--- config.mk ---
export PLATFORM = sky130hd
export DESIGN_NAME = monitor_alert_logic
export DESIGN_NICKNAME = d
export VERILOG_FILES = /design/src/hdl/monitor_pkg.sv /design/src/hdl/alert_compare.sv /design/src/hdl/conv_sequencer.sv /design/src/hdl/monitor_alert_logic.sv
export VERILOG_INCLUDE_DIRS = /design/src /design/src/hdl
export SDC_FILE = /design/constraint.sdc
export NUM_CORES = 1
export LEC_CHECK = 0
export BUFFER_PORTS_ARGS = -buffer_cell sky130_fd_sc_hd__buf_4
export CORE_UTILIZATION = 56
export CTS_CLUSTER_DIAMETER = 40
export DETAILED_ROUTE_END_ITERATION = 8
export GPL_TIMING_DRIVEN = 0
export PLACE_DENSITY = 0.77
export SKIP_CTS_REPAIR_TIMING = 1
export SLEW_MARGIN = 25
export SYNTH_ARGS = -nofsm -noshare
export SYNTH_HDL_FRONTEND = slang
export SYNTH_SLANG_ARGS = --single-unit
--- constraint.sdc ---
create_clock -name clk -period 9.68 [get_ports clk]
set_input_delay 0.968 -clock clk [delete_from_list [all_inputs] [get_ports clk]]
set_output_delay 0.968 -clock clk [all_outputs]
set_load 0.005 [all_outputs]
--- src/hdl/monitor_consts.svh ---
`ifndef MONITOR_CONSTS_SVH
`define MONITOR_CONSTS_SVH
// Functional notes
// - Conversion time selectable, 140 us to 8.244 ms
// - Shunt time, bus time, averaging set independently
// - One threshold register serves selected function
// - Five alert functions selected by enable bits
// - Highest enabled function bit wins, others ignored
// - Alert output is open-drain, pull or release
// - Ready indication may share the alert output
// - Without ready enable, alert follows limit only
// - Function flag set on every limit violation
// - Polarity bit picks alert active level
// - Latched alert held until config write, flags read
// - Shunt functions compared after each shunt conversion
// - Bus functions compared after each bus conversion
// - Power function compared after each bus conversion
// - Ready flag set when averaged cycle completes
// - Ready cleared by non-powerdown config write, status read
// - Outputs updated only after full averaging count

// Clock and conversion times
`define CLK_PERIOD_NS 10
`define CT0_NS 140000
`define CT1_NS 204000
`define CT2_NS 332000
`define CT3_NS 588000
`define CT4_NS 1100000
`define CT5_NS 2116000
`define CT6_NS 4156000
`define CT7_NS 8244000
`define CT_CYC(ns) (((ns) + `CLK_PERIOD_NS - 1) / `CLK_PERIOD_NS)
`define CONV_CYC_DEFAULT '{`CT_CYC(`CT0_NS), `CT_CYC(`CT1_NS), \
	`CT_CYC(`CT2_NS), `CT_CYC(`CT3_NS), `CT_CYC(`CT4_NS), \
	`CT_CYC(`CT5_NS), `CT_CYC(`CT6_NS), `CT_CYC(`CT7_NS)}

// Register offsets
`define OFS_CONFIG 8'h00
`define OFS_SHUNT 8'h01
`define OFS_BUS 8'h02
`define OFS_POWER 8'h03
`define OFS_CURRENT 8'h04
`define OFS_CALIB 8'h05
`define OFS_ALERT_SEL 8'h06
`define OFS_THRESHOLD 8'h07

// Reset values
`define CFG_RST 16'h4127
`define SEL_RST 16'h0000
`define THR_RST 16'h0000
`define CAL_RST 16'h0000

// Configuration fields
`define CFG_MODE_LSB 0
`define CFG_FIELDS_MSB 11

// Alert select and flags fields
`define SEL_FUNC_LSB 11
`define SEL_FUNC_MSB 15
`define SEL_READY_EN 10
`define SEL_AFF 4
`define SEL_CDF 3
`define SEL_PIN 2
`define SEL_POL 1
`define SEL_LATCH 0
`define SEL_WMASK 16'hfc03
`endif

--- src/hdl/monitor_pkg.sv ---
package monitor_pkg;
	// One set of measured or averaged values
	typedef struct packed {
		logic signed [15:0] shunt;
		logic [15:0]        bus;
		logic signed [15:0] current;
		logic [15:0]        power;
	} meas_t;

	// Conversion fields of the configuration word
	typedef struct packed {
		logic [2:0] avg;
		logic [2:0] bct;
		logic [2:0] sct;
		logic [2:0] mode;
	} conv_cfg_t;

	// Alert function enables, highest priority first
	typedef struct packed {
		logic shunt_over_limit;
		logic shunt_under_limit;
		logic bus_over_limit;
		logic bus_under_limit;
		logic power_over_limit;
	} alert_sel_t;

	typedef enum logic [3:0] {
		ST_IDLE  = 4'b0001,
		ST_SHUNT = 4'b0010,
		ST_BUS   = 4'b0100,
		ST_WRAP  = 4'b1000
	} seq_state_t;
endpackage

--- src/hdl/alert_compare.sv ---
module alert_compare (
	input  monitor_pkg::alert_sel_t sel,
	input  logic [15:0]             limit,
	input  monitor_pkg::meas_t      sample,
	input  logic                    shunt_done,
	input  logic                    bus_done,
	output logic                    cmp_valid,
	output logic                    violate
);
	// Highest enabled function decides; one compare per conversion
	always_comb
	begin
		cmp_valid = 1'b0;
		violate   = 1'b0;
		if (sel.shunt_over_limit)
		begin
			cmp_valid = shunt_done;
			violate   = sample.shunt > $signed(limit);
		end
		else if (sel.shunt_under_limit)
		begin
			cmp_valid = shunt_done;
			violate   = sample.shunt < $signed(limit);
		end
		else if (sel.bus_over_limit)
		begin
			cmp_valid = bus_done;
			violate   = sample.bus > limit;
		end
		else if (sel.bus_under_limit)
		begin
			cmp_valid = bus_done;
			violate   = sample.bus < limit;
		end
		else if (sel.power_over_limit)
		begin
			cmp_valid = bus_done;
			violate   = sample.power > limit;
		end
	end
endmodule

--- src/hdl/conv_sequencer.sv ---
`include "monitor_consts.svh"
module conv_sequencer #(
	parameter int unsigned CONV_CYC [8] = `CONV_CYC_DEFAULT
) (
	input  logic                   clk,
	input  logic                   reset,
	input  logic                   restart,
	input  monitor_pkg::conv_cfg_t cfg,
	input  monitor_pkg::meas_t     adc,
	output monitor_pkg::meas_t     sample,
	output logic                   shunt_done,
	output logic                   bus_done,
	output logic                   update_done,
	output monitor_pkg::meas_t     result
);
	localparam int TW = 20;
	localparam int AW = 26;

	monitor_pkg::seq_state_t state_q;
	monitor_pkg::seq_state_t state_d;
	logic [TW-1:0]           timer_q;
	logic [9:0]              count_q;
	logic signed [AW-1:0]    acc_s_q;
	logic signed [AW-1:0]    acc_c_q;
	logic [AW-1:0]           acc_b_q;
	logic [AW-1:0]           acc_p_q;
	logic [3:0]              shift;
	logic                    last_sample;
	logic                    end_shunt;
	logic                    end_bus;

	function automatic monitor_pkg::seq_state_t first_conv(
		input logic [2:0] mode);
		if (mode[0])
			first_conv = monitor_pkg::ST_SHUNT;
		else if (mode[1])
			first_conv = monitor_pkg::ST_BUS;
		else
			first_conv = monitor_pkg::ST_IDLE;
	endfunction

	function automatic logic [TW-1:0] load_val(input logic [2:0] ct);
		load_val = TW'(CONV_CYC[ct] - 1);
	endfunction

	// Averaging count 1,4,16,64,128,256,512,1024 as shift
	always_comb
	begin
		unique case (cfg.avg)
			3'h0: shift = 4'h0;
			3'h1: shift = 4'h2;
			3'h2: shift = 4'h4;
			3'h3: shift = 4'h6;
			3'h4: shift = 4'h7;
			3'h5: shift = 4'h8;
			3'h6: shift = 4'h9;
			3'h7: shift = 4'ha;
		endcase
	end

	assign last_sample = count_q == 10'((11'h1 << shift) - 11'h1);
	assign end_shunt = state_q == monitor_pkg::ST_SHUNT && timer_q == '0
		&& !restart;
	assign end_bus = state_q == monitor_pkg::ST_BUS && timer_q == '0
		&& !restart;

	// Shunt then bus, then wrap; restart re-enters from the top
	always_comb
	begin
		state_d = state_q;
		unique case (state_q)
			monitor_pkg::ST_IDLE: state_d = state_q;
			monitor_pkg::ST_SHUNT:
				if (timer_q == '0)
					state_d = cfg.mode[1] ? monitor_pkg::ST_BUS
						: monitor_pkg::ST_WRAP;
			monitor_pkg::ST_BUS:
				if (timer_q == '0)
					state_d = monitor_pkg::ST_WRAP;
			monitor_pkg::ST_WRAP:
				if (last_sample && !cfg.mode[2])
					state_d = monitor_pkg::ST_IDLE;
				else
					state_d = first_conv(cfg.mode);
		endcase
		if (restart)
			state_d = first_conv(cfg.mode);
	end

	always_ff @(posedge clk or posedge reset)
	begin
		if (reset)
			state_q <= monitor_pkg::ST_IDLE;
		else
			state_q <= state_d;
	end

	// Conversion timer, loaded per phase from its own field
	always_ff @(posedge clk or posedge reset)
	begin
		if (reset)
			timer_q <= '0;
		else if (state_q != state_d || restart)
			timer_q <= (state_d == monitor_pkg::ST_BUS) ? load_val(cfg.bct)
				: load_val(cfg.sct);
		else if (timer_q != '0)
			timer_q <= timer_q - TW'(1);
	end

	// Per-conversion samples and pulses for the comparator
	always_ff @(posedge clk or posedge reset)
	begin
		if (reset)
		begin
			sample     <= '0;
			shunt_done <= 1'b0;
			bus_done   <= 1'b0;
		end
		else
		begin
			shunt_done <= end_shunt;
			bus_done   <= end_bus;
			if (end_shunt)
			begin
				sample.shunt   <= adc.shunt;
				sample.current <= adc.current;
			end
			if (end_bus)
			begin
				sample.bus   <= adc.bus;
				sample.power <= adc.power;
			end
		end
	end

	// Accumulate every sample until the averaging count is met
	always_ff @(posedge clk or posedge reset)
	begin
		if (reset)
		begin
			acc_s_q <= '0;
			acc_c_q <= '0;
			acc_b_q <= '0;
			acc_p_q <= '0;
		end
		else if (restart || (state_q == monitor_pkg::ST_WRAP && last_sample))
		begin
			acc_s_q <= '0;
			acc_c_q <= '0;
			acc_b_q <= '0;
			acc_p_q <= '0;
		end
		else
		begin
			if (end_shunt)
			begin
				acc_s_q <= acc_s_q + AW'(adc.shunt);
				acc_c_q <= acc_c_q + AW'(adc.current);
			end
			if (end_bus)
			begin
				acc_b_q <= acc_b_q + AW'(adc.bus);
				acc_p_q <= acc_p_q + AW'(adc.power);
			end
		end
	end

	// Sample counter and output register update
	always_ff @(posedge clk or posedge reset)
	begin
		if (reset)
		begin
			count_q     <= '0;
			result      <= '0;
			update_done <= 1'b0;
		end
		else
		begin
			update_done <= 1'b0;
			if (restart)
				count_q <= '0;
			else if (state_q == monitor_pkg::ST_WRAP)
			begin
				count_q <= last_sample ? 10'h0 : count_q + 10'h1;
				if (last_sample)
				begin
					update_done <= 1'b1;
					if (cfg.mode[0])
					begin
						result.shunt   <= 16'(acc_s_q >>> shift);
						result.current <= 16'(acc_c_q >>> shift);
					end
					if (cfg.mode[1])
					begin
						result.bus   <= 16'(acc_b_q >> shift);
						result.power <= 16'(acc_p_q >> shift);
					end
				end
			end
		end
	end
endmodule

--- src/hdl/monitor_alert_logic.sv ---
`include "monitor_consts.svh"
module monitor_alert_logic #(
	parameter int unsigned CONV_CYC [8] = `CONV_CYC_DEFAULT
) (
	input  logic               clk,
	input  logic               reset,
	input  logic [7:0]         reg_addr,
	input  logic [15:0]        reg_wdata,
	input  logic               reg_wr,
	input  logic               reg_rd,
	output logic [15:0]        reg_rdata,
	input  monitor_pkg::meas_t adc,
	output logic [15:0]        calibration,
	input  logic               alert_in,
	output logic               alert_out,
	output logic               alert_oe
);
	logic [15:0]             config_q;
	logic [15:0]             sel_q;
	logic [15:0]             thr_q;
	logic [15:0]             cal_q;
	logic                    aff_q;
	logic                    cdf_q;
	logic                    boot_q;
	logic                    restart_q;
	logic                    pin_meta_q;
	logic                    pin_sync_q;
	logic                    alert_oe_q;
	logic                    alert_oe_d;
	logic [15:0]             rdata_q;
	logic                    cfg_wr;
	logic                    sel_rd;
	logic                    wr_powerdown;
	logic                    shunt_done;
	logic                    bus_done;
	logic                    update_done;
	logic                    cmp_valid;
	logic                    violate;
	logic                    alert_active;
	monitor_pkg::meas_t      sample;
	monitor_pkg::meas_t      result;
	monitor_pkg::alert_sel_t func_sel;

	// Register strobes
	assign cfg_wr = reg_wr && reg_addr == `OFS_CONFIG;
	assign sel_rd = reg_rd && reg_addr == `OFS_ALERT_SEL;
	assign wr_powerdown = reg_wdata[`CFG_MODE_LSB +: 2] == 2'b00;
	assign func_sel = monitor_pkg::alert_sel_t'(
		sel_q[`SEL_FUNC_MSB:`SEL_FUNC_LSB]);
	assign calibration = cal_q;

	// Configuration register; any write restarts conversion
	always_ff @(posedge clk or posedge reset)
	begin
		if (reset)
			config_q <= `CFG_RST;
		else if (cfg_wr)
			config_q <= reg_wdata;
	end

	// Writable control and limit registers
	always_ff @(posedge clk or posedge reset)
	begin
		if (reset)
		begin
			sel_q <= `SEL_RST;
			thr_q <= `THR_RST;
			cal_q <= `CAL_RST;
		end
		else if (reg_wr)
		begin
			if (reg_addr == `OFS_ALERT_SEL)
				sel_q <= reg_wdata & `SEL_WMASK;
			if (reg_addr == `OFS_THRESHOLD)
				thr_q <= reg_wdata;
			if (reg_addr == `OFS_CALIB)
				cal_q <= reg_wdata;
		end
	end

	// Restart pulse after reset release and each config write
	always_ff @(posedge clk or posedge reset)
	begin
		if (reset)
		begin
			boot_q    <= 1'b1;
			restart_q <= 1'b0;
		end
		else
		begin
			boot_q    <= 1'b0;
			restart_q <= cfg_wr || boot_q;
		end
	end

	conv_sequencer #(
		.CONV_CYC (CONV_CYC)
	) u_seq (
		.clk         (clk),
		.reset       (reset),
		.restart     (restart_q),
		.cfg         (monitor_pkg::conv_cfg_t'(
			config_q[`CFG_FIELDS_MSB:`CFG_MODE_LSB])),
		.adc         (adc),
		.sample      (sample),
		.shunt_done  (shunt_done),
		.bus_done    (bus_done),
		.update_done (update_done),
		.result      (result)
	);

	alert_compare u_cmp (
		.sel        (func_sel),
		.limit      (thr_q),
		.sample     (sample),
		.shunt_done (shunt_done),
		.bus_done   (bus_done),
		.cmp_valid  (cmp_valid),
		.violate    (violate)
	);

	// Alert function flag; a new violation beats any clear
	always_ff @(posedge clk or posedge reset)
	begin
		if (reset)
			aff_q <= 1'b0;
		else if (cmp_valid && violate)
			aff_q <= 1'b1;
		else if (sel_q[`SEL_LATCH])
		begin
			if (cfg_wr || sel_rd)
				aff_q <= 1'b0;
		end
		else if (cmp_valid)
			aff_q <= 1'b0;
	end

	// Conversion done flag; completion beats any clear
	always_ff @(posedge clk or posedge reset)
	begin
		if (reset)
			cdf_q <= 1'b0;
		else if (update_done)
			cdf_q <= 1'b1;
		else if ((cfg_wr && !wr_powerdown) || sel_rd)
			cdf_q <= 1'b0;
	end

	// Alert source: limit flag, plus ready when routed
	always_comb
	begin
		alert_active = aff_q
			|| (sel_q[`SEL_READY_EN] && cdf_q);
		alert_oe_d = alert_active ^ sel_q[`SEL_POL];
	end

	// Open-drain driver only ever pulls low
	always_ff @(posedge clk or posedge reset)
	begin
		if (reset)
			alert_oe_q <= 1'b0;
		else
			alert_oe_q <= alert_oe_d;
	end
	assign alert_oe = alert_oe_q;
	assign alert_out = 1'b0;

	// Pin level readback through two flops
	always_ff @(posedge clk or posedge reset)
	begin
		if (reset)
		begin
			pin_meta_q <= 1'b1;
			pin_sync_q <= 1'b1;
		end
		else
		begin
			pin_meta_q <= alert_in;
			pin_sync_q <= pin_meta_q;
		end
	end

	function automatic logic [15:0] read_mux(input logic [7:0] addr);
		unique case (addr)
			`OFS_CONFIG:    read_mux = config_q;
			`OFS_SHUNT:     read_mux = result.shunt;
			`OFS_BUS:       read_mux = result.bus;
			`OFS_POWER:     read_mux = result.power;
			`OFS_CURRENT:   read_mux = result.current;
			`OFS_CALIB:     read_mux = cal_q;
			`OFS_ALERT_SEL:
			begin
				read_mux = sel_q;
				read_mux[`SEL_AFF] = aff_q;
				read_mux[`SEL_CDF] = cdf_q;
				read_mux[`SEL_PIN] = pin_sync_q;
			end
			`OFS_THRESHOLD: read_mux = thr_q;
			default:        read_mux = 16'h0000;
		endcase
	endfunction

	// Read data captured on the read strobe
	always_ff @(posedge clk or posedge reset)
	begin
		if (reset)
			rdata_q <= 16'h0000;
		else if (reg_rd)
			rdata_q <= read_mux(reg_addr);
	end
	assign reg_rdata = rdata_q;
endmodule

==> results.ini, run 1 <==
[logic_synthesis]
async_flop_share_pct=100
syn_area_um2=22100
netlist_instances=2517
synth_cell_type_count=83
yosys_most_used_dff=dfrtp_1
ys_seq_area_share_pct=37.6
syn-mean-instance-area_um2=8.80
synth_edf_count=0
yosysWarnings=0
ys_seq_elements=332

[clock_tree]
clk_latency_ns=0.63
ctsLongestPathBuffers=3
cts_root_buffer=clkbuf_16
htree_levels=2
cts_tree=yes
path_clk_slew_ns=0.06
cts_sinks=332
cts_buffers=50

[finish]
final_common_cell=nand2_1
drive_gt1_share_pct=12.1
fillCellCount=3192
fin_util_pct=66.2
final_cell_mix=467 x nand2_1, 322 x dfrtp_1, 196 x o21ai_0, 159 x a21oi_1, 151 x nor2_1
layout.area.seq_um2=8320
multi_input_area_um2=13100
nets=2943
syn_to_final_growth_pct=16.0

[worst_setup_path]
worst_ep_arrival_time_ns=5.77
cp_max_fo=10
cpPeakStageDelay_ns=0.63
path_class=reg -> reg
critPathBufInv=5
crit_path_end_kind=flop
cp_cell_sequence=buf_2, buf_1, inv_1, ha_1, clkbuf_1, and3_1, nor3_1, a2111oi_4, o21ai_1, nor3_1, a21o_1, clkbuf_1, nor2_1, a2111oi_0, a2bb2oi_1, nor2_1
start_kind=flop
cp_top_family=buffers and inverters
ff2ff_setup_slack_ns=4.39
crit_required_ns=10.16
crit_path_top_delay_cell=clkbuf_1

[sta]
worst_slack_ns=4.39
hold_violations=0
finClkSkew_ns=0.0429
drv_slew=0
fmax_mhz=189
fin_crit_sh_pct=54.6
slew_headroom_pct=25.4
finalSetupTns_ns=0
finalSetupViolCount=0
rsz0062_at_grt=no
tightest_slew_ns=1.12
min_period_ns=5.29

[grt]
grt_pass1_vias=20300
grt_max_degree=34
antenna_found_initial=4
overflow=0
grt_util_all_layers_pct=38.5
grt_first_pass_wirelength_um=119000

[place]
dpl.hpwl_um=60800
gp_congestion=1.01
dp_slack_ns=4.61
numPortBuffers=123

[hold_path]
hp-class=reg -> reg

[run_status]
status=finished clean

[floorplan]
fp.dieW_um=201
start_util_pct=57.0
std_cell_rows=72
dieArea_um2=40300
ios=127
fp.coreArea_um2=38800
die_h_um=201

[route]
drtPass1Iterations=6
drt_wl_total_um=77800
wl_per_cell_um=23.8
antenna_left=0
remaining_drc_errors=0
vias=20900
avgViaCountPerCell=6.39
drtIter0Drc=1978

[pwr]
max-vdd-ir-drop_mv=0.161
p_per_area_nw_per_um2=146
finalPower_mw=3.75
cellLeakagePower_nw=11.3

[job]
max_cap_violations=0

## through the flow
step                      cell area [µm²]  hold slack (ns)  std cells
after floorplan                     22200            0.345       2518
after global placement              23700            0.350       3159
after detailed placement            24000            0.349       3170
after CTS                           25700            0.361       3264
after global routing                25700            0.364       3264
final                               25700            0.360       3265
## routing by layer
layer	global-route usage, %	share of wire (%)	up-vias
met2	58.2	43	1086
met5	0	0.014	-
met1	52.1	42	10100
li1	-	-	9462
met4	16.2	4.3	2
met3	10.5	10	198
## worst register-to-register path, cell delays in order, from the launching register on
cell and delay, ns:
dfrtp_1 0.34, buf_2 0.19, buf_1 0.55, inv_1 0.23, ha_1 0.33, clkbuf_1 0.36, and3_1 0.34, nor3_1 0.10
a2111oi_4 0.38, o21ai_1 0.20, nor3_1 0.25, a21o_1 0.15, clkbuf_1 0.63, nor2_1 0.30, a2111oi_0 0.49, a2bb2oi_1 0.24
nor2_1 0.07
## state kept, by name (all words and copies together) (netlist names), 4 cells and up
signal / cells
u_seq.sample: 48
thr_q: 16
u_seq.state_q: 4
u_seq.acc_c_q: 26
config_q: 16
u_seq.result: 64
sel_q: 8
u_seq.acc_s_q: 26
u_seq.count_q: 10
u_seq.acc_b_q: 26
calibration: 16
u_seq.acc_p_q: 26
reg_rdata: 16
u_seq.timer_q: 20
## where the power goes
| part | total (mW) | switching, mW | internal, mW |
|---|---|---|---|
| Combinational | 0.451 | 0.278 | 0.173 |
| Sequential | 1.45 | 0.0335 | 1.42 |
| Clock | 1.85 | 0.734 | 1.12 |
## cells in the mapped netlist (all sizes together), types with 8 or more instances
| library cell | count | area share [%] |
|---|---|---|
| nand2 | 467 | 7.9 |
| dfrtp | 322 | 36 |
| o21ai | 204 | 4.6 |
| a21oi | 159 | 3.6 |
| nor2 | 151 | 2.6 |
| ha | 142 | 8.0 |
| mux2i | 129 | 5.8 |
| clkbuf | 117 | 2.0 |
| mux2 | 61 | 3.1 |
| xor2 | 58 | 2.3 |
| inv | 50 | 0.85 |
| xnor2 | 46 | 1.8 |
| nand3 | 43 | 0.97 |
| a22o | 34 | 1.3 |
| nor3 | 34 | 0.77 |
| and3 | 33 | 0.93 |
| a221oi | 31 | 1.3 |
| nand2b | 29 | 0.82 |
| a21o | 27 | 0.92 |
| o21a | 27 | 0.92 |
| nor2b | 24 | 0.68 |
| buf | 22 | 0.44 |
| a31oi | 21 | 0.59 |
| or3 | 21 | 0.59 |
| o22a | 18 | 0.71 |
| o31ai | 17 | 0.58 |
| o21bai | 16 | 0.54 |
| a211oi | 15 | 0.51 |
| and2 | 15 | 0.42 |
| a22oi | 13 | 0.44 |
| nand4 | 13 | 0.37 |
| or2 | 11 | 0.31 |
| dfstp | 10 | 1.2 |
| o22ai | 10 | 0.28 |
| a311oi | 9 | 0.36 |
| o211ai | 9 | 0.31 |
| nor4 | 8 | 0.28 |
| o221ai | 8 | 0.32 |
| or4 | 8 | 0.29 |
## path summary, 6_finish.rpt
path	start	end	cells past startpoint
worst min-delay path	pin_meta_q$_DFF_PP1_	pin_sync_q$_DFF_PP1_	0
worst min register to register	pin_meta_q$_DFF_PP1_	pin_sync_q$_DFF_PP1_	0
min in group asynchronous	reset	u_seq.sample[14]$_DFFE_PP0P_	2
worst max-delay path	config_q[9]$_DFFE_PP0P_	u_seq.acc_s_q[25]$_DFFE_PP0P_	16
worst max register to register	config_q[9]$_DFFE_PP0P_	u_seq.acc_s_q[25]$_DFFE_PP0P_	16
max in group asynchronous	reset	u_seq.acc_s_q[23]$_DFFE_PP0P_	6
## kinds of logic (layout without fill, tap and decap cells)
| group | Yosys count | in the layout | share of synthesized area, % |
|---|---|---|---|
| AND/OR/NAND/NOR | 875 | 875 | 17.6 |
| AO/OA/AOI/OAI | 678 | 678 | 20.0 |
| flip-flops | 332 | 332 | 37.6 |
| multiplexers | 191 | 191 | 9.03 |
| buffers and inverters | 189 | 417 | 3.27 |
| adder cells (fa/ha/maj) | 146 | 146 | 8.38 |
| XOR/XNOR | 104 | 104 | 4.11 |
| other | 2 | 4 | 0.0339 |
## cell type report
class	instances	area share (%)
Multi-Input combinational cell	1997	51.0
Sequential cell	332	32.4
Clock buffer	66	5.42
Timing Repair Buffer	134	4.48
Tap cell	518	2.52
Buffer	139	2.08
Clock inverter	28	1.31
Inverter	50	0.745
Antenna cell	1	0.00974
Power figures use the tool's default switching activity.
==> inputs of run 2 (changes only) <==
--- a/config.mk
+++ b/config.mk
@@ -7,11 +7,11 @@
 export NUM_CORES = 1
 export LEC_CHECK = 0
 export BUFFER_PORTS_ARGS = -buffer_cell sky130_fd_sc_hd__buf_4
-export CORE_UTILIZATION = 56
+export CORE_UTILIZATION = 60
 export CTS_CLUSTER_DIAMETER = 40
 export DETAILED_ROUTE_END_ITERATION = 8
 export GPL_TIMING_DRIVEN = 0
-export PLACE_DENSITY = 0.77
+export PLACE_DENSITY = 0.79
 export SKIP_CTS_REPAIR_TIMING = 1
 export SLEW_MARGIN = 25
 export SYNTH_ARGS = -nofsm -noshare
==> constraint.sdc (replaced) <==
create_clock -name clk -period 5.2 [get_ports clk]
set_input_delay 0.52 -clock clk [delete_from_list [all_inputs] [get_ports clk]]
set_output_delay 0.52 -clock clk [all_outputs]
set_load 0.005 [all_outputs]
==> run 2 against run 1 <==
Largest power group unchanged. Flip-flop and latch count stayed put. Fmax rose by 9.8%. Sequential power grew 87%.
==> results.ini, run 2 (synthesis results as in run 1) <==
[route]
remaining_drc_errors=0
avgViaCountPerCell=6.48
vias=20900
wl_per_cell_um=23.9
drt_wl_total_um=77000
drtPass1Iterations=6
drtIter0Drc=2106
antenna_left=0

[finish]
top_regs=u_seq.result x64, u_seq.sample x48
final_cell_mix=467 x nand2_1, 322 x dfrtp_1, 196 x o21ai_0, 159 x a21oi_1, 151 x nor2_1
nets=2945
regMostFlops=u_seq.result
drive_gt1_share_pct=12.5
syn_to_final_growth_pct=16.7
finalInstanceArea_um2=25900
fillCellCount=2765
fin_util_pct=71.0
largest_reg_flops=64
final_common_cell=nand2_1

[worst_setup_path]
crit_required_ns=5.73
critPathBufInv=3
cp_top_family=simple AND/OR/NAND/NOR gates
path_class=reg -> reg
start_kind=flop
worst_ep_arrival_time_ns=5.35
crit_path_end_kind=flop
crit_path_top_delay_cell=or4_1
cp_max_fo=19
cp_cell_sequence=or4_1, nor4_4, buf_4, nand3_2, o31a_1, clkbuf_1, clkbuf_1, nand2_1, ha_1, nand2_1, or2_2, or3_1, or3_1, nor4_1, mux2i_1
cpPeakStageDelay_ns=0.63

[clock_tree]
clk_latency_ns=0.62
cts_buffers=52
path_clk_slew_ns=0.06
cts_tree=yes
cts_root_buffer=clkbuf_16
cts_sinks=332
ctsLongestPathBuffers=3
htree_levels=2

[grt]
grt_util_all_layers_pct=41.0
overflow=0
grt_max_degree=34
antenna_found_initial=2
grt_first_pass_wirelength_um=119000
grt_pass1_vias=20100

[sta]
hold_violations=0
finClkSkew_ns=0.0390
min_period_ns=4.82
worst_slack_ns=0.382
slew_headroom_pct=28.7
fmax_mhz=208
finalSetupViolCount=0
tightest_slew_ns=1.07
fin_crit_sh_pct=92.7
drv_slew=0

[floorplan]
dieArea_um2=37700
start_util_pct=60.8
die_h_um=194
fp.dieW_um=194
fp.coreArea_um2=36400
std_cell_rows=70
ios=127

[place]
gp_congestion=1.03
dp_slack_ns=0.136
dpl.hpwl_um=59200
post_dp_cell_area_um2=23900
numPortBuffers=123

[pwr]
intPower_mw=5.35
seq_power_share_pct=37.0
power_switching_mw=1.98
max-vdd-ir-drop_mv=0.252
switching_share_pct=27.0
power.share.clock_pct=51.5
power_frac_comb_pct=11.5
p_per_area_nw_per_um2=283
cellLeakagePower_nw=11.4

[job]
max_cap_violations=0

[run_status]
status=finished clean

[hold_path]
hp-class=in -> reg

-- run 2: final timing paths --
kind / depth (start not counted) / slack [ns] / startpoint / endpoint
min reg2reg: 0 / 0.36 / pin_meta_q$_DFF_PP1_ / pin_sync_q$_DFF_PP1_
min: 1 / 0.01 / alert_in / pin_meta_q$_DFF_PP1_
max: 15 / 0.38 / u_seq.timer_q[6]$_DFFE_PP0P_ / u_seq.timer_q[18]$_DFFE_PP0P_
max in group asynchronous: 7 / 3.46 / reset / u_seq.state_q[0]$_DFF_PP1_
min in group asynchronous: 3 / 0.47 / reset / u_seq.sample[12]$_DFFE_PP0P_
max reg2reg: 15 / 0.38 / u_seq.timer_q[6]$_DFFE_PP0P_ / u_seq.timer_q[18]$_DFFE_PP0P_
-- run 2: cell type report --
type	instances	area [µm²]	share of cell area (%)
Antenna cell	3	7.51	0.0290
Buffer	137	531	2.05
Clock buffer	58	1360	5.28
Clock inverter	38	557	2.15
Inverter	50	191	0.740
Multi-Input combinational cell	1997	13100	50.8
Sequential cell	332	8320	32.2
Tap cell	468	586	2.26
Timing Repair Buffer	136	1170	4.52
-- run 2: worst register-to-register path, delay by kind of cell (launching register included) --
family	cells	cell delay (ns)
muxes	1	0.25
buffers and inverters	3	0.82
and+or+nand+nor	9	2.64
AOI/OAI and AO/OA	1	0.39
adders and majority gates	1	0.23
DFF	1	0.42
-- run 2: per-layer routing --
metal	track usage (%)	vias to the layer above	routed length (µm)
li1	-	9465	-
met1	56.8	10000	32300
met2	61.8	1185	33300
met3	10.9	172	8460
met4	14.9	2	2890
met5	0	-	13
-- run 2: power groups by stage --
stage	clock (mW)	combinational, mW	sequential [mW]
after floorplan	0	0.493	2.73
after global placement	0	0.775	2.75
after detailed placement	0	0.814	2.74
after CTS	3.79	0.822	2.70
after global routing	3.90	0.905	2.71
final	3.77	0.844	2.71
-- run 2: per-stage QoR --
| step | hold WS, ns | total power [mW] | setup TNS [ns] | std cells |
|---|---|---|---|---|
| floorplan | 0.345 | 3.22 | 0 | 2518 |
| global placement | 0.350 | 3.52 | -471.30 | 3109 |
| detailed placement | 0.350 | 3.56 | 0 | 3120 |
| CTS | -0.0923 | 7.32 | 0 | 3216 |
| global route | 0.00285 | 7.51 | -0.0282 | 3216 |
| finish | 0.0120 | 7.32 | 0 | 3219 |
